==> config.mk <==
export PLATFORM = sky130hd
export DESIGN_NAME = serial_port_config_regs
export DESIGN_NICKNAME = d
export VERILOG_FILES = /design/src/hw/spc_pkg.sv /design/src/hw/serial_port_config_regs.sv
export VERILOG_INCLUDE_DIRS = /design/src /design/src/hw
export SDC_FILE = /design/constraint.sdc
export NUM_CORES = 1
export LEC_CHECK = 0
export ABC_AREA = 0
export BUFFER_PORTS_ARGS = -buffer_cell sky130_fd_sc_hd__buf_2
export CAP_MARGIN = 20
export CORE_MARGIN = 1
export CORE_UTILIZATION = 45
export DETAILED_ROUTE_END_ITERATION = 10
export SETUP_SLACK_MARGIN = 0.3
export SLEW_MARGIN = 20
export SYNTH_ARGS = -nofsm -noshare
export SYNTH_HDL_FRONTEND = slang
export SYNTH_SLANG_ARGS = --single-unit
==> constraint.sdc <==
create_clock -name I_SYS_CLK -period 3.2 [get_ports I_SYS_CLK]
set_input_delay 0.16 -clock I_SYS_CLK [delete_from_list [all_inputs] [get_ports I_SYS_CLK]]
set_output_delay 0.16 -clock I_SYS_CLK [all_outputs]
set_load 0.01 [all_outputs]
==> src/hw/spc_defines.svh <==
// Purpose: constants for the serial control port configuration registers
// Assumes: 13-bit register addresses, 8-bit registers
// Notes: offsets are byte addresses on the serial port
`ifndef SPC_DEFINES_SVH
`define SPC_DEFINES_SVH

`define SPC_ADDR_W 13
`define SPC_ADDR_CFG 13'h000
`define SPC_ADDR_VARIANT 13'h003
`define SPC_ADDR_RBSEL 13'h004
`define SPC_ADDR_PDSYNC 13'h230
`define SPC_ADDR_RSVD 13'h231
`define SPC_ADDR_UPDATE 13'h232

`define SPC_CFG_DEFAULT 8'h18
`define SPC_CFG_LONG 3
`define SPC_CFG_SRST 2
`define SPC_CFG_LSB 1
`define SPC_CFG_UNI 0

`define SPC_RBSEL_DEFAULT 1'b0
`define SPC_RBSEL_BIT 0
`define SPC_PDS_DEFAULT 3'h0
`define SPC_PDS_SOFT_SYNC 0
`define SPC_PDS_PD_DIST 1
`define SPC_PDS_PD_SYNC 2
`define SPC_UPDATE_BIT 0

`define SPC_INST_LONG_LAST 4'hf
`define SPC_INST_SHORT_LAST 4'h7
`define SPC_BYTE_LAST 4'h7
`define SPC_LEN_STREAM 2'h3
`define SPC_LI_RW 15
`define SPC_LI_LEN_HI 14
`define SPC_LI_LEN_LO 13
`define SPC_LI_ADDR_HI 12
`define SPC_SI_RW 7
`define SPC_SI_LEN_HI 6
`define SPC_SI_LEN_LO 5
`define SPC_SI_ADDR_HI 4
`define SPC_PDS_HI 2

`endif

==> src/hw/spc_pkg.sv <==
// Purpose: types for the serial control port
// Assumes: nothing
// Notes: states of the transfer sequencer
package spc_pkg;
    typedef enum logic [1:0] {
        ST_INST = 2'b00,
        ST_WRITE = 2'b01,
        ST_READ = 2'b10,
        ST_DONE = 2'b11
    } port_state_t;
endpackage

==> src/hw/serial_port_config_regs.sv <==
// Purpose: serial control port with configuration and system control registers
// Assumes: serial pins are asynchronous to I_SYS_CLK and sclk is well below clk/4
// Notes: data sampled on rising sclk, read data launched on falling sclk
// Overview of operation
// - instruction bit zero short, one long
// - soft reset holds defaults, never self-clears
// - bit order selects shift order, address step
// - mode zero: shared data pin, separate hi-z
// - mode one: reads on separate output pin
// - read-only variant code, writes ignored
// - readback select picks buffer or active
`timescale 1ns/1ps
`include "spc_defines.svh"

module serial_port_config_regs #(
    parameter logic [7:0] VARIANT_CODE = 8'h5a // arbitrary value
) (
    input wire logic I_SYS_CLK,
    input wire logic I_NRST,
    input wire logic I_SCLK,
    input wire logic I_CS_N,
    input wire logic I_SDIO,
    output logic O_SDIO,
    output logic O_SDIO_OE_N,
    output logic O_SEPARATE_SERIAL_OUT_PIN,
    output logic O_SEPARATE_SERIAL_OUT_PIN_OE_N,
    output logic O_SOFT_RESET,
    output logic O_SOFT_SYNC,
    output logic O_PD_DIST_REF,
    output logic O_PD_SYNC
);
    logic [2:0] sclk_q;
    logic [2:0] cs_n_q;
    logic [1:0] sdio_q;
    logic rise;
    logic fall;
    logic cs_act;
    spc_pkg::port_state_t state_q;
    logic [3:0] cnt_q;
    logic [15:0] sr_q;
    logic [15:0] sr_d;
    logic [15:0] inst;
    logic [`SPC_ADDR_W-1:0] addr_q;
    logic [`SPC_ADDR_W-1:0] step_addr;
    logic [`SPC_ADDR_W-1:0] inst_addr;
    logic [`SPC_ADDR_W-1:0] ld_addr;
    logic [1:0] left_q;
    logic stream_q;
    logic inst_rd;
    logic [1:0] inst_len;
    logic [3:0] inst_last;
    logic inst_done;
    logic byte_done;
    logic last_byte;
    logic [7:0] byte_w;
    logic wr_en;
    logic ld_rd;
    logic [7:0] rd_data;
    logic [7:0] tx_q;
    logic out_q;
    logic sdio_oe_n_q;
    logic sep_oe_n_q;
    logic [7:0] cfg_q;
    logic rbsel_q;
    logic [2:0] buf_q;
    logic [2:0] act_q;
    logic upd_q;
    logic lsb;
    logic long_i;

    assign lsb = cfg_q[`SPC_CFG_LSB];
    assign long_i = cfg_q[`SPC_CFG_LONG];

    // two-stage synchronisers, third stage only for edge detect
    always_ff @(posedge I_SYS_CLK or negedge I_NRST) begin
        if (!I_NRST) begin
            sclk_q <= 3'h0;
            cs_n_q <= 3'h7;
            sdio_q <= 2'h0;
        end else begin
            sclk_q <= {sclk_q[1:0], I_SCLK};
            cs_n_q <= {cs_n_q[1:0], I_CS_N};
            sdio_q <= {sdio_q[0], I_SDIO};
        end
    end

    assign rise = sclk_q[1] && !sclk_q[2];
    assign fall = !sclk_q[1] && sclk_q[2];
    assign cs_act = !cs_n_q[1];

    always_comb begin
        sr_d = lsb ? {sdio_q[1], sr_q[15:1]} : {sr_q[14:0], sdio_q[1]};
        byte_w = lsb ? sr_d[15:8] : sr_d[7:0];
        if (long_i) begin
            inst = sr_d;
            inst_rd = inst[`SPC_LI_RW];
            inst_len = inst[`SPC_LI_LEN_HI:`SPC_LI_LEN_LO];
            inst_addr = inst[`SPC_LI_ADDR_HI:0];
            inst_last = `SPC_INST_LONG_LAST;
        end else begin
            inst = {8'h00, byte_w};
            inst_rd = inst[`SPC_SI_RW];
            inst_len = inst[`SPC_SI_LEN_HI:`SPC_SI_LEN_LO];
            inst_addr = {8'h00, inst[`SPC_SI_ADDR_HI:0]};
            inst_last = `SPC_INST_SHORT_LAST;
        end
    end

    // address steps down in msb-first mode and up in lsb-first mode
    assign step_addr = lsb ? addr_q + 1'b1 : addr_q - 1'b1;
    assign inst_done = rise && cs_act && state_q == spc_pkg::ST_INST && cnt_q == inst_last;
    assign byte_done = rise && cs_act && cnt_q == `SPC_BYTE_LAST
        && (state_q == spc_pkg::ST_WRITE || state_q == spc_pkg::ST_READ);
    assign last_byte = !stream_q && left_q == 2'h0;
    assign wr_en = byte_done && state_q == spc_pkg::ST_WRITE;
    assign ld_rd = (inst_done && inst_rd) || (byte_done && state_q == spc_pkg::ST_READ && !last_byte);
    assign ld_addr = (state_q == spc_pkg::ST_INST) ? inst_addr : step_addr;

    always_ff @(posedge I_SYS_CLK or negedge I_NRST) begin
        if (!I_NRST) begin
            state_q <= spc_pkg::ST_INST;
            cnt_q <= 4'h0;
            sr_q <= 16'h0000;
            addr_q <= `SPC_ADDR_CFG;
            left_q <= 2'h0;
            stream_q <= 1'b0;
        end else if (!cs_act) begin
            state_q <= spc_pkg::ST_INST;
            cnt_q <= 4'h0;
        end else if (rise) begin
            sr_q <= sr_d;
            cnt_q <= cnt_q + 4'h1;
            unique case (state_q)
                spc_pkg::ST_INST: begin
                    if (inst_done) begin
                        cnt_q <= 4'h0;
                        addr_q <= inst_addr;
                        left_q <= inst_len;
                        stream_q <= inst_len == `SPC_LEN_STREAM;
                        state_q <= inst_rd ? spc_pkg::ST_READ : spc_pkg::ST_WRITE;
                    end
                end
                spc_pkg::ST_WRITE, spc_pkg::ST_READ: begin
                    if (byte_done) begin
                        cnt_q <= 4'h0;
                        addr_q <= step_addr;
                        left_q <= left_q - 2'h1;
                        if (last_byte) begin
                            state_q <= spc_pkg::ST_DONE;
                        end
                    end
                end
                spc_pkg::ST_DONE: begin
                    cnt_q <= 4'h0;
                end
            endcase
        end
    end

    always_comb begin
        unique case (ld_addr)
            `SPC_ADDR_CFG: rd_data = cfg_q;
            `SPC_ADDR_VARIANT: rd_data = VARIANT_CODE;
            `SPC_ADDR_RBSEL: rd_data = {7'h00, rbsel_q};
            `SPC_ADDR_PDSYNC: rd_data = {5'h00, rbsel_q ? act_q : buf_q};
            `SPC_ADDR_UPDATE: rd_data = {7'h00, upd_q};
            default: rd_data = 8'h00;
        endcase
    end

    // configuration word; soft reset holds defaults until cleared by a write
    always_ff @(posedge I_SYS_CLK or negedge I_NRST) begin
        if (!I_NRST) begin
            cfg_q <= `SPC_CFG_DEFAULT;
        end else if (wr_en && addr_q == `SPC_ADDR_CFG) begin
            cfg_q <= byte_w;
        end else if (cfg_q[`SPC_CFG_SRST]) begin
            cfg_q <= `SPC_CFG_DEFAULT;
            cfg_q[`SPC_CFG_SRST] <= 1'b1;
        end
    end

    always_ff @(posedge I_SYS_CLK or negedge I_NRST) begin
        if (!I_NRST) begin
            rbsel_q <= `SPC_RBSEL_DEFAULT;
            buf_q <= `SPC_PDS_DEFAULT;
        end else if (cfg_q[`SPC_CFG_SRST]) begin
            rbsel_q <= `SPC_RBSEL_DEFAULT;
            buf_q <= `SPC_PDS_DEFAULT;
        end else if (wr_en && addr_q == `SPC_ADDR_RBSEL) begin
            rbsel_q <= byte_w[`SPC_RBSEL_BIT];
        end else if (wr_en && addr_q == `SPC_ADDR_PDSYNC) begin
            buf_q <= byte_w[`SPC_PDS_HI:0];
        end
    end

    // update strobe: set wins, self-clears once the copy is done
    always_ff @(posedge I_SYS_CLK or negedge I_NRST) begin
        if (!I_NRST) begin
            upd_q <= 1'b0;
            act_q <= `SPC_PDS_DEFAULT;
        end else if (cfg_q[`SPC_CFG_SRST]) begin
            upd_q <= 1'b0;
            act_q <= `SPC_PDS_DEFAULT;
        end else begin
            if (upd_q) begin
                act_q <= buf_q;
            end
            upd_q <= wr_en && addr_q == `SPC_ADDR_UPDATE && byte_w[`SPC_UPDATE_BIT];
        end
    end

    always_ff @(posedge I_SYS_CLK or negedge I_NRST) begin
        if (!I_NRST) begin
            tx_q <= 8'h00;
            out_q <= 1'b0;
        end else if (ld_rd) begin
            tx_q <= rd_data;
        end else if (fall && cs_act && state_q == spc_pkg::ST_READ) begin
            out_q <= lsb ? tx_q[0] : tx_q[7];
            tx_q <= lsb ? {1'b0, tx_q[7:1]} : {tx_q[6:0], 1'b0};
        end
    end

    always_ff @(posedge I_SYS_CLK or negedge I_NRST) begin
        if (!I_NRST) begin
            sdio_oe_n_q <= 1'b1;
            sep_oe_n_q <= 1'b1;
        end else begin
            sdio_oe_n_q <= !(cs_act && state_q == spc_pkg::ST_READ && !cfg_q[`SPC_CFG_UNI]);
            sep_oe_n_q <= !(cs_act && state_q == spc_pkg::ST_READ && cfg_q[`SPC_CFG_UNI]);
        end
    end

    assign O_SDIO = out_q;
    assign O_SDIO_OE_N = sdio_oe_n_q;
    assign O_SEPARATE_SERIAL_OUT_PIN = out_q;
    assign O_SEPARATE_SERIAL_OUT_PIN_OE_N = sep_oe_n_q;
    assign O_SOFT_RESET = cfg_q[`SPC_CFG_SRST];
    assign O_SOFT_SYNC = act_q[`SPC_PDS_SOFT_SYNC];
    assign O_PD_DIST_REF = act_q[`SPC_PDS_PD_DIST];
    assign O_PD_SYNC = act_q[`SPC_PDS_PD_SYNC];
endmodule // serial_port_config_regs

=== After elaboration in Yosys (flattened, before gate mapping) ===
Index checks and enable logic that the tools add are counted.
Widths: inputs -> output; s select.

* Add/subtract/negate cells: 4
* Equality and inequality tests: 19
* Multiplexer cells: 42
* Bitwise logic cells: 2
* Reduce and logical (&&, ||, !) cells: 51

{| class="wikitable"
|+ Operators with widths
! operator !! count
|-
| $mux 13 || 5
|-
| $eq 13x10->1 const B || 4
|-
| $mux 8 || 6
|-
| $pmux 8 s5 || 1
|-
| $eq 13x3->1 const B || 2
|-
| $logic_not 13->1 || 2
|-
| $pmux 13 s2 || 1
|-
| $logic_and 1x1->1 || 22
|-
| $mux 4 || 5
|-
| $mux 2 || 9
|-
| $mux 3 || 6
|-
| $mux 16 || 1
|-
| $reduce_bool 2->1 || 7
|-
| $add 13x1->13 const B || 1
|-
| $eq 13x2->1 const B || 1
|-
| $sub 13x1->13 const B || 1
|-
| $pmux 4 s3 || 1
|-
| $reduce_and 5->1 || 2
|-
| $ne 3x3->1 const B || 3
|-
| $logic_not 1->1 || 8
|-
| $pmux 2 s2 || 2
|-
| $eq 2x2->1 const B || 3
|-
| $ne 2x2->1 const B || 3
|-
| $reduce_and 2->1 || 3
|-
| 12 further kinds || 19
|}

* Flip-flop bits (word level): 72
* Input port bits: 5
* Output and inout port bits: 8

=== Depth between registers and ports, before layout ===
Gate-level depths: netlist of the first run.

* Depth after elaboration: 10
* Depth in mapped cells: 11

=== Worst setup path before layout of the first run ===
No wires, ideal clock.

* Path kind: register to register
* Start point: register cfg_q[1]
* End point: register tx_q[3]
* Setup time: 0.104 ns
* Arrival: 3.120 ns
* Required time: 3.096 ns
* Path slack: -0.024 ns
* Stages on the path, launching flop included: 12
* Path buffers: 2
* Period minus slack after synthesis: 3.224 ns
* Cells stage by stage: dfrtp_1 > inv_2 > ha_1 > clkbuf_1 > and3_1 > a221oi_2 > o21ai_1 > or3_1 > a32o_1 > or4_4 > buf_6 > o41ai_2

* Longest elaborated chain between the ends: 7

{| class="wikitable"
|+ RTL lines
! element !! line !! source
|-
| start: declaration || serial_port_config_regs.sv:63 || <nowiki>logic [7:0] cfg_q;</nowiki>
|-
| start signal: assignment || serial_port_config_regs.sv:174 || <nowiki>cfg_q <= `SPC_CFG_DEFAULT;</nowiki>
|-
| start signal: assignment || serial_port_config_regs.sv:176 || <nowiki>cfg_q <= byte_w;</nowiki>
|-
| start signal: assignment || serial_port_config_regs.sv:178 || <nowiki>cfg_q <= `SPC_CFG_DEFAULT;</nowiki>
|-
| $mux 16 || serial_port_config_regs.sv:92 || <nowiki>sr_d = lsb ? {sdio_q[1], sr_q[15:1]} : {sr_q[14:0], sdio_q[1]};</nowiki>
|-
| $mux 8 || serial_port_config_regs.sv:93 || <nowiki>byte_w = lsb ? sr_d[15:8] : sr_d[7:0];</nowiki>
|-
| $mux 13 || serial_port_config_regs.sv:94 || <nowiki>if (long_i) begin</nowiki>
|-
| $mux 13 || serial_port_config_regs.sv:117 || <nowiki>assign ld_addr = (state_q == spc_pkg::ST_INST) ? inst_addr : step_addr;</nowiki>
|-
| $eq 13x10->1 (tied with other cells) || serial_port_config_regs.sv:161 || <nowiki>unique case (ld_addr)</nowiki>
|-
| $pmux 8 s5 || serial_port_config_regs.sv:161 ||
|-
| $mux 8 || serial_port_config_regs.sv:217 || <nowiki>end else if (ld_rd) begin</nowiki>
|-
| end signal: assignment || serial_port_config_regs.sv:218 || <nowiki>tx_q <= rd_data;</nowiki>
|-
| end signal: assignment || serial_port_config_regs.sv:221 || <nowiki>tx_q <= lsb ? {1'b0, tx_q[7:1]} : {tx_q[6:0], 1'b0};</nowiki>
|-
| end: declaration || serial_port_config_regs.sv:59 || <nowiki>logic [7:0] tx_q;</nowiki>
|}

Parallel ways exist; a longest one is shown, timed or not. The select of a mux whose other input is x is not followed.
A chain may end at the register's enable or synchronous reset.

=== Final worst setup path of the first run ===
Ends and elaborated chain as after synthesis.

==> results of run 1 <==
## final timing paths
check / startpoint / to / slack [ns] / depth (start not counted)
min reg2reg: sdio_q[0] / sdio_q[1] / 0.34 / 0
max: cfg_q[1] / tx_q[3] / 0.28 / 11
max reg2reg: cfg_q[1] / tx_q[3] / 0.28 / 11
min: sdio_q[0] / sdio_q[1] / 0.34 / 0
min in group asynchronous: I_NRST / cfg_q[5] / 0.47 / 2
max in group asynchronous: I_NRST / addr_q[1] / 2.08 / 2
## power by group
group,internal [mW],switching [mW],total (mW)
logic,0.0902,0.148,0.238
clock network,0.443,0.387,0.831
registers,0.944,0.0497,0.993
## cells by family after synthesis
family,after synthesis,synth area share
flip-flops,72,0.383
adder cells (fa/ha/maj),17,0.0466
AND/OR/NAND/NOR,176,0.183
XOR/XNOR,14,0.0260
multiplexers,47,0.102
buffers and inverters,45,0.0405
AO/OA/AOI/OAI,156,0.218
## sequential cells by signal (all words and copies together), names as in the netlist
| signal | flops |
|---|---|
| O_SDIO | 1 |
| O_SDIO_OE_N | 1 |
| O_SEPARATE_SERIAL_OUT_PIN_OE_N | 1 |
| act_q | 3 |
| addr_q | 13 |
| buf_q | 3 |
| cfg_q | 8 |
| cnt_q | 4 |
| cs_n_q | 2 |
| left_q | 2 |
| rbsel_q | 1 |
| sclk_q | 3 |
| sdio_q | 2 |
| sr_q | 16 |
| state_q | 2 |
| stream_q | 1 |
| tx_q | 8 |
| upd_q | 1 |
## area by class of cell
class                           count  area [sq um]  area share
Multi-Input combinational cell    410          2870       0.527
Sequential cell                    72          1810       0.333
Timing Repair Buffer               43           319      0.0586
Tap cell                          136           170      0.0312
Clock buffer                       10           128      0.0234
Clock inverter                      6          92.6      0.0170
Inverter                           12          52.6     0.00965
## layer usage
layer | up-vias | share of wire | track usage
met4 | 0 | 0.025 | 0.115
met2 | 94 | 0.45 | 0.375
met1 | 1924 | 0.48 | 0.339
met3 | 21 | 0.042 | 0.0420
met5 | - | 0 | 0
li1 | 1969 | - | -
## repair_timing
action	in CTS	in global routing
hold buffers	4	0
resized for setup	8	4
endpoints found under the hold margin	69	0
buffers inserted	5	0
pin swaps	5	4
endpoints found under the setup margin	8	8
## synthesized netlist by cell type, types with 5 or more instances
cell	n	area [sq um]
dfrtp_1	66	1650
nand2_1	55	206
nor2_1	49	184
a21oi_1	48	240
mux2i_1	36	360
o21ai_0	30	150
clkbuf_1	23	86.3
ha_1	16	200
a31oi_1	14	87.6
a211oi_1	13	97.6
nand3_1	12	60.1
inv_1	10	37.5
mux2_2	10	113
nor2b_1	9	56.3
nor3_1	8	40.0
xnor2_1	7	61.3
xor2_1	7	61.3
and3_1	6	37.5
dfstp_2	6	158
o21ai_1	6	30.0
a21o_1	5	37.5
nor3b_1	5	37.5
o41ai_2	5	81.3
or3_1	5	31.3
## through the flow
stage          hold slack [ns]  instances
6_report                 0.338        689
5_1_grt                  0.350        689
4_1_cts                  0.346        689
3_5_place_dp             0.270        664
3_3_place_gp             0.266        664
2_1_floorplan           -0.136        527
## cells in the final DEF, fill, tap and decap left out, drive strengths merged, types with 11 or more instances in the layout
cell type / count
dfrtp: 66
nand2: 55
nor2: 50
a21oi: 48
buf: 38
mux2i: 36
o21ai: 36
ha: 16
a31oi: 14
a211oi: 13
nand3: 12
inv: 12
mux2: 11
clkbuf: 11
==> metrics.csv, run 1 <==
stage,metric,value,unit
drt,antenna_left,0,
sta,setup_slack,0.285,ns
synth,seq_area_frac_synth,0.383,
pwr,fin_total_pwr,2.06,mW
die,chipHeight,104,um
global_route,grt_usage,0.246,
sta,relSlewSlack,0.388,
global_route,first_global_vias,3882,
layout,fill_cells,942,
worst_setup_path,crit_slowest_cell,or4_4,
drt,wl_per_cell,18.4,um
sta,hold_viol_final,0,
layout,stdcell_area,0.00545,sq mm
clock_network,clock_latency,0.37,ns
sta,fin_tns_setup,0,ns
synth,yosys_most_used_dff,dfrtp_1,
worst_setup_path,cp_num_buf_inv,3,
die,start_util,0.462,
clock_network,clk_pin_slew_worst_paths,0.09,ns
synth,synth_cell_types,68,
sta,period_needed,2.92,ns
global_route,grt_max_degree,73,
place,gp_congestion,0.917,
clock_network,cts_max_path_buffers,2,
sta,clock.fmax,343,MHz
sta,fin_crit_sh,0.911,
worst_setup_path,arrival,3.17,ns
die,num_rows,37,
worst_setup_path,cp_top_family,simple AND/OR/NAND/NOR gates,
drt,detail_route.first_pass.iterations,4,
sta,setup_viol,0,
layout,nNetsFinal,570,
synth,synth_fp_nets,549,
worst_setup_path,crit_path_max_incr_delay,0.57,ns
clock_network,htree_levels,3,
pwr,power_density,379,mW/mm^2
worst_setup_path,start_kind,flip-flop,
place,placed_area,0.00510,sq mm
global_route,gr-total-overflow,0,
pwr,ir_drop,0.000203,V
die,die_area,0.0109,sq mm
sta,skew,0.0168,ns
flow_run,max-cap-violations,0,
clock_network,tritoncts,built,
global_route,antenna_found_initial,0,
layout,antennaDiodeCount,0,
drt,vias_per_cell,5.82,
synth,syn_inst,527,
synth,yosys_warnings,0,
die,core,0.0102,sq mm
worst_setup_path,end_kind,flip-flop,
die,die_x,104,um
worst_setup_path,worstPathCellList,inv_8 > buf_4 > ha_4 > or3_1 > o21ai_0 > o21ai_0 > o21ai_1 > buf_4 > o2bb2ai_1 > or4_4 > o41ai_2,
drt,routed_wl,12600,um
status,status,"finished, final reports clean",
layout,utilization,0.532,
sta,worst_pin_slew,0.918,ns
clock_network,cts_sinks,72,
drt,via_count,4008,
drt,drt_iter0_drc,334,
die,pin_count,13,
synth,syn_area,0.00472,sq mm
place,port_buffers,12,
synth,ys_ff_latch,72,
place,dp_hpwl,9170,um
clock_network,cts_buffers,9,
sta,grt_setup_unrepaired,true,
place,place_ws,0.112,ns
worst_hold_path,hold_class,reg -> reg,
drt,drc_errors,0,
global_route,grt_pass1_wl,20700,um
synth,synth_edf_count,0,
sta,slew_viol_final,0,
worst_setup_path,cp_data_required_time,3.46,ns
synth,async_flop_share,1.00,
layout,drive_gt1_frac,0.183,
worst_setup_path,worstSetupPathType,reg -> reg,
clock_network,cts_root_buf,clkbuf_8,
layout,syn_to_final_growth,15.3,%
synth,syn_avg_cell_area,8.96,sq um
worst_setup_path,worstPathMaxFanout,11,
pwr,p_leak,2.27,nW
No activity file was read; power rests on OpenSTA's default activity.
==> run 2: changes to the inputs <==
--- a/config.mk
+++ b/config.mk
@@ -9,11 +9,12 @@
 export ABC_AREA = 0
 export BUFFER_PORTS_ARGS = -buffer_cell sky130_fd_sc_hd__buf_2
 export CAP_MARGIN = 20
+export CORE_ASPECT_RATIO = 0.6
 export CORE_MARGIN = 1
 export CORE_UTILIZATION = 45
 export DETAILED_ROUTE_END_ITERATION = 10
 export SETUP_SLACK_MARGIN = 0.3
-export SLEW_MARGIN = 20
+export SLEW_MARGIN = 40
 export SYNTH_ARGS = -nofsm -noshare
 export SYNTH_HDL_FRONTEND = slang
 export SYNTH_SLANG_ARGS = --single-unit
==> metrics.csv, run 2 (synthesis results as in run 1) <==
stage,metric,value,unit
status,status,"finished, final reports clean",
worst_setup_path,arrival,3.18,ns
layout,nNetsFinal,574,
clock_network,cts_max_path_buffers,2,
worst_setup_path,cp_num_buf_inv,1,
sta,slew_viol_final,0,
place,port_buffers,12,
drt,antenna_left,0,
pwr,p_comb_frac,0.107,
global_route,antenna_found_initial,0,
clock_network,cts_root_buf,clkbuf_16,
worst_setup_path,end_kind,flip-flop,
layout,top_register,sr_q,
worst_setup_path,r2r_setup_slack,0.25,ns
pwr,ir_drop,0.000261,V
worst_setup_path,crit_start,cfg_q[1],
clock_network,cts_sinks,72,
die,die_area,0.0109,sq mm
clock_network,clock_latency,0.34,ns
layout,reg_top3,"sr_q (16), addr_q (13)",
die,pin_count,13,
worst_setup_path,cp_top_family,compound AO/OA/AOI/OAI gates,
layout,antennaDiodeCount,0,
sta,clock.fmax,339,MHz
die,num_rows,28,
layout,syn_to_final_growth,18.5,%
worst_setup_path,worstPathMaxFanout,10,
sta,fin_crit_sh,0.921,
global_route,grt_pass1_wl,20800,um
sta,period_needed,2.95,ns
clock_network,tritoncts,built,
worst_setup_path,worstSetupPathType,reg -> reg,
clock_network,clk_pin_slew_worst_paths,0.06,ns
sta,fin_tns_setup,0,ns
worst_setup_path,cp_data_required_time,3.43,ns
worst_setup_path,cp_num_cells,9,
drt,routed_wl,13100,um
sta,grt_setup_unrepaired,true,
layout,largest_reg_flops,16,
worst_setup_path,start_kind,flip-flop,
pwr,switching_share,0.271,
pwr,internal-power,1.64,mW
global_route,grt_max_degree,73,
clock_network,cts_buffers,9,
place,dp.cells,664,
die,die_x,134,um
layout,drive_gt1_frac,0.196,
drt,wl_per_cell,18.9,um
layout,layout_common_cells,"dfrtp_1, nand2_1, nor2_1, a21oi_1, mux2i_1",
drt,drt_iter0_drc,406,
worst_setup_path,crit_slowest_cell,or4_4,
drt,vias_per_cell,6.02,
global_route,first_global_vias,3834,
flow_run,max-cap-violations,0,
global_route,gr-total-overflow,0,
sta,relSlewSlack,0.501,
worst_setup_path,r2r-start,cfg_q[1],
worst_setup_path,crit_path_max_incr_delay,0.64,ns
die,start_util,0.472,
drt,via_count,4169,
die,chipHeight,81.4,um
pwr,p_leak,2.35,nW
pwr,sequentialPowerShare,0.440,
worst_hold_path,worstHoldStart,sclk_q[0],
pwr,p_clk_frac,0.453,
pwr,power_density,403,mW/mm^2
sta,hold_viol_final,0,
place,gp_congestion,0.909,
sta,worst_pin_slew,0.747,ns
drt,detail_route.first_pass.iterations,5,
worst_hold_path,min_path_cells,0,
die,core,0.0100,sq mm
clock_network,htree_levels,3,
place,dp_hpwl,9360,um
layout,final_common_cell,dfrtp_1,
layout,instances_no_fill,692,
worst_hold_path,hold_class,reg -> reg,
sta,skew,0.00961,ns
pwr,power.switching,611,uW
worst_setup_path,reg2reg_depth,9,
global_route,grt_usage,0.254,
worst_setup_path,worstPathCellList,inv_8 > fa_2 > a21o_1 > a221oi_4 > o21ai_2 > xor2_1 > o31a_1 > or4_4 > o41ai_2,
sta,setup_viol,0,
drt,drc_errors,0,
[run 2: cell type report]
cell class | instances | area (sq um)
Timing Repair Buffer | 47 | 372
Inverter | 12 | 52.6
Sequential cell | 72 | 1820
Tap cell | 135 | 169
Multi-Input combinational cell | 410 | 2890
Fill cell | 927 | 4420
Clock inverter | 6 | 67.6
Clock buffer | 10 | 229
[run 2: per-stage QoR]
| stage | setup WS (ns) | total power, mW | utilization | cell area [sq um] | hold slack, ns |
|---|---|---|---|---|---|
| 5_1_grt | 0.158 | 2.34 | 0.559 | 5600 | 0.361 |
| 4_1_cts | 0.257 | 2.26 | 0.553 | 5550 | 0.358 |
| 3_3_place_gp | 0.182 | 1.24 | 0.510 | 5110 | 0.268 |
| 6_report | 0.254 | 2.25 | 0.559 | 5600 | 0.352 |
| 2_1_floorplan | 0.169 | 1.14 | - | 4850 | -0.136 |
| 3_5_place_dp | 0.100 | 1.24 | 0.510 | 5110 | 0.225 |
[run 2: what timing repair did]
action                     in CTS  in global routing
pin swaps                       6                  4
buffers inserted                7                  1
hold endpoints to repair       69                  0
setup endpoints to repair       8                  8
gates resized for setup         9                 10
hold buffers                    4                  0
[run 2: layer usage]
layer / vias up / wire length (um) / track usage
li1: 1989 / - / -
met1: 1996 / 6570 / 0.380
met2: 162 / 5240 / 0.351
met3: 22 / 1110 / 0.0768
met4: 0 / 153 / 0.0596
met5: - / 0 / 0
[run 2: power by group through the flow]
| stage | sequential [mW] | clock [mW] | combinational [mW] |
|---|---|---|---|
| 6_report | 0.992 | 1.02 | 0.240 |
| 4_1_cts | 0.991 | 1.03 | 0.238 |
| 3_3_place_gp | 1.01 | 0 | 0.229 |
| 5_1_grt | 0.997 | 1.07 | 0.269 |
| 3_5_place_dp | 1.01 | 0 | 0.231 |
| 2_1_floorplan | 0.991 | 0 | 0.152 |
[run 2: worst reg2reg max path, delay by kind of cell (launching register included)]
kind                     cells  cell delay, ns
AO/OA/AOI/OAI                5            1.17
AND/OR/NAND/NOR              1            0.64
adder cells (fa/ha/maj)      1            0.35
buffers and inverters        1            0.08
flip-flops                   1            0.41
XOR/XNOR                     1            0.20
[run 2: worst paths after layout]
kind	to
setup / recovery	tx_q[4]
hold / removal	sclk_q[1]
setup reg to reg	tx_q[4]
hold reg to reg	sclk_q[1]
max in group asynchronous	cfg_q[1]
min in group asynchronous	addr_q[1]
==> run 3: changes to the inputs <==
--- a/config.mk
+++ b/config.mk
@@ -12,7 +12,9 @@
 export CORE_ASPECT_RATIO = 0.6
 export CORE_MARGIN = 1
 export CORE_UTILIZATION = 45
+export CTS_BUF_LIST = sky130_fd_sc_hd__clkbuf_8
 export DETAILED_ROUTE_END_ITERATION = 10
+export REMOVE_ABC_BUFFERS = 1
 export SETUP_SLACK_MARGIN = 0.3
 export SLEW_MARGIN = 40
 export SYNTH_ARGS = -nofsm -noshare
==> metrics.csv, run 3 (synthesis results as in run 1) <==
stage,metric,value,unit
clock_network,clk_pin_slew_worst_paths,0.08,ns
drt,wl_per_cell,19.0,um
pwr,p_clk_frac,0.373,
pwr,p_leak,2.43,nW
worst_setup_path,end_kind,flip-flop,
worst_setup_path,worstPathCellList,clkinv_4 > fa_2 > a21o_1 > a221oi_2 > buf_4 > o21ai_2 > xor2_1 > o31a_1 > or4_4 > o41ai_2,
layout,final_common_cell,dfrtp_1,
clock_network,cts_root_buf,clkbuf_8,
place,placed_area,0.00513,sq mm
flow_run,max-cap-violations,0,
worst_setup_path,worstSetupPathType,reg -> reg,
worst_setup_path,reg2reg_depth,10,
place,port_buffers,12,
pwr,internal-power,1.41,mW
pwr,sequentialPowerShare,0.501,
layout,drive_gt1_frac,0.239,
worst_setup_path,start_kind,flip-flop,
clock_network,clock_latency,0.36,ns
layout,multi_input_area,0.00294,sq mm
die,chipHeight,81.4,um
layout,top_register,sr_q,
sta,fin_tns_setup,0,ns
layout,largest_reg_flops,16,
worst_setup_path,crit_slowest_cell,or4_4,
status,status,"finished, final reports clean",
die,die_x,134,um
drt,drc_errors,0,
worst_hold_path,min_path_cells,0,
die,die_area,0.0109,sq mm
pwr,ir_drop,0.000183,V
global_route,grt_pass1_wl,21300,um
layout,syn_to_final_growth,21.0,%
sta,slew_viol_final,0,
drt,vias_per_cell,5.98,
sta,setup_viol,0,
die,num_rows,28,
global_route,grt_max_degree,73,
worst_setup_path,cp_num_cells,10,
worst_setup_path,r2r_setup_slack,0.20,ns
die,start_util,0.472,
global_route,antenna_found_initial,0,
worst_hold_path,hold_class,reg -> reg,
global_route,grt_usage,0.258,
worst_setup_path,worstPathMaxFanout,8,
sta,clock.fmax,334,MHz
layout,antennaDiodeCount,0,
global_route,first_global_vias,3847,
pwr,switching_share,0.292,
global_route,gr-total-overflow,0,
sta,worst_pin_slew,0.716,ns
clock_network,cts_max_path_buffers,2,
sta,grt_setup_unrepaired,true,
clock_network,cts_buffers,9,
worst_setup_path,cp_top_family,compound AO/OA/AOI/OAI gates,
layout,fill_cells,911,
drt,detail_route.first_pass.iterations,5,
sta,fin_crit_sh,0.937,
sta,timing.hold.ws,0.352,ns
layout,seq_area,0.00181,sq mm
worst_setup_path,cp_num_buf_inv,2,
clock_network,htree_levels,3,
clock_network,tritoncts,built,
pwr,power_density,348,mW/mm^2
pwr,p_comb_frac,0.126,
drt,via_count,4281,
pwr,power.switching,580,uW
drt,routed_wl,13600,um
sta,period_needed,3.00,ns
worst_setup_path,arrival,3.26,ns
layout,nNetsFinal,598,
drt,drt_iter0_drc,320,
layout,layout_common_cells,"dfrtp_1, nand2_1, buf_4, nor2_1, a21oi_1",
worst_setup_path,cp_data_required_time,3.46,ns
clock_network,cts_sinks,72,
sta,skew,0.00639,ns
place,dp_hpwl,9730,um
place,gp_congestion,0.885,
layout,stdcell_area,0.00572,sq mm
die,pin_count,13,
layout,reg_top3,"sr_q (16), addr_q (13)",
die,core,0.0100,sq mm
sta,hold_viol_final,0,
drt,antenna_left,0,
sta,relSlewSlack,0.521,
worst_setup_path,crit_path_max_incr_delay,0.64,ns
run 3: cell types whose count changed in the layout (fill, tap and decap cells not counted), sizes merged:
cell	delta
inv	-1
clkinv	+3
clkinvlp	-1
buf	+24
clkbuf	-1
run 3: through the flow:
step                      power [mW]  cells  utilization  setup WS, ns
final                           1.99    716        0.571         0.202
after global placement          1.23    680        0.512         0.128
after CTS                       1.98    710        0.555         0.238
after global routing            2.07    716        0.571        0.0904
after floorplan                 1.14    494            -         -1.25
after detailed placement        1.24    680        0.512        0.0253
run 3: power groups by stage:
stage / Sequential, mW / Combinational, mW / Clock, mW
2_1_floorplan: 0.991 / 0.150 / 0
3_3_place_gp: 1.01 / 0.226 / 0
3_5_place_dp: 1.01 / 0.232 / 0
4_1_cts: 0.992 / 0.238 / 0.752
5_1_grt: 1.00 / 0.278 / 0.792
6_report: 0.994 / 0.251 / 0.742
run 3: cell type report:
cell class / count / share of cell area
Multi-Input combinational cell: 410 / 0.514
Sequential cell: 72 / 0.317
Clock inverter: 7 / 0.0123
Clock buffer: 9 / 0.0217
Timing Repair Buffer: 71 / 0.0970
Tap cell: 135 / 0.0295
Inverter: 12 / 0.00875
run 3: final timing paths:
check                          start          to
hold / removal             sdio_q[0]   sdio_q[1]
hold reg to reg            sdio_q[0]   sdio_q[1]
setup / recovery            cfg_q[1]     tx_q[6]
min in group asynchronous     I_NRST  state_q[1]
max in group asynchronous     I_NRST    cfg_q[1]
setup reg to reg            cfg_q[1]     tx_q[6]
run 3: worst reg2reg max path, cell delays in order, from the launching register on:
cell	delay, ns
dfrtp_2	0.40
clkinv_4	0.12
fa_2	0.36
a21o_1	0.20
a221oi_2	0.24
buf_4	0.16
o21ai_2	0.05
xor2_1	0.17
o31a_1	0.31
or4_4	0.64
o41ai_2	0.24
run 3: repair_timing:
action	in CTS	in global routing
setup endpoints to repair	8	8
hold buffers	4	0
gates resized for setup	22	19
setup buffers	10	6
pin swaps	14	7
endpoints found under the hold margin	69	0
run 3: metal layers:
layer	wire length [um]	global-route usage	up-vias
met5	0	0	-
li1	-	-	2031
met2	5640	0.372	187
met3	1060	0.0562	14
met1	6800	0.394	2049
met4	106	0.0449	0
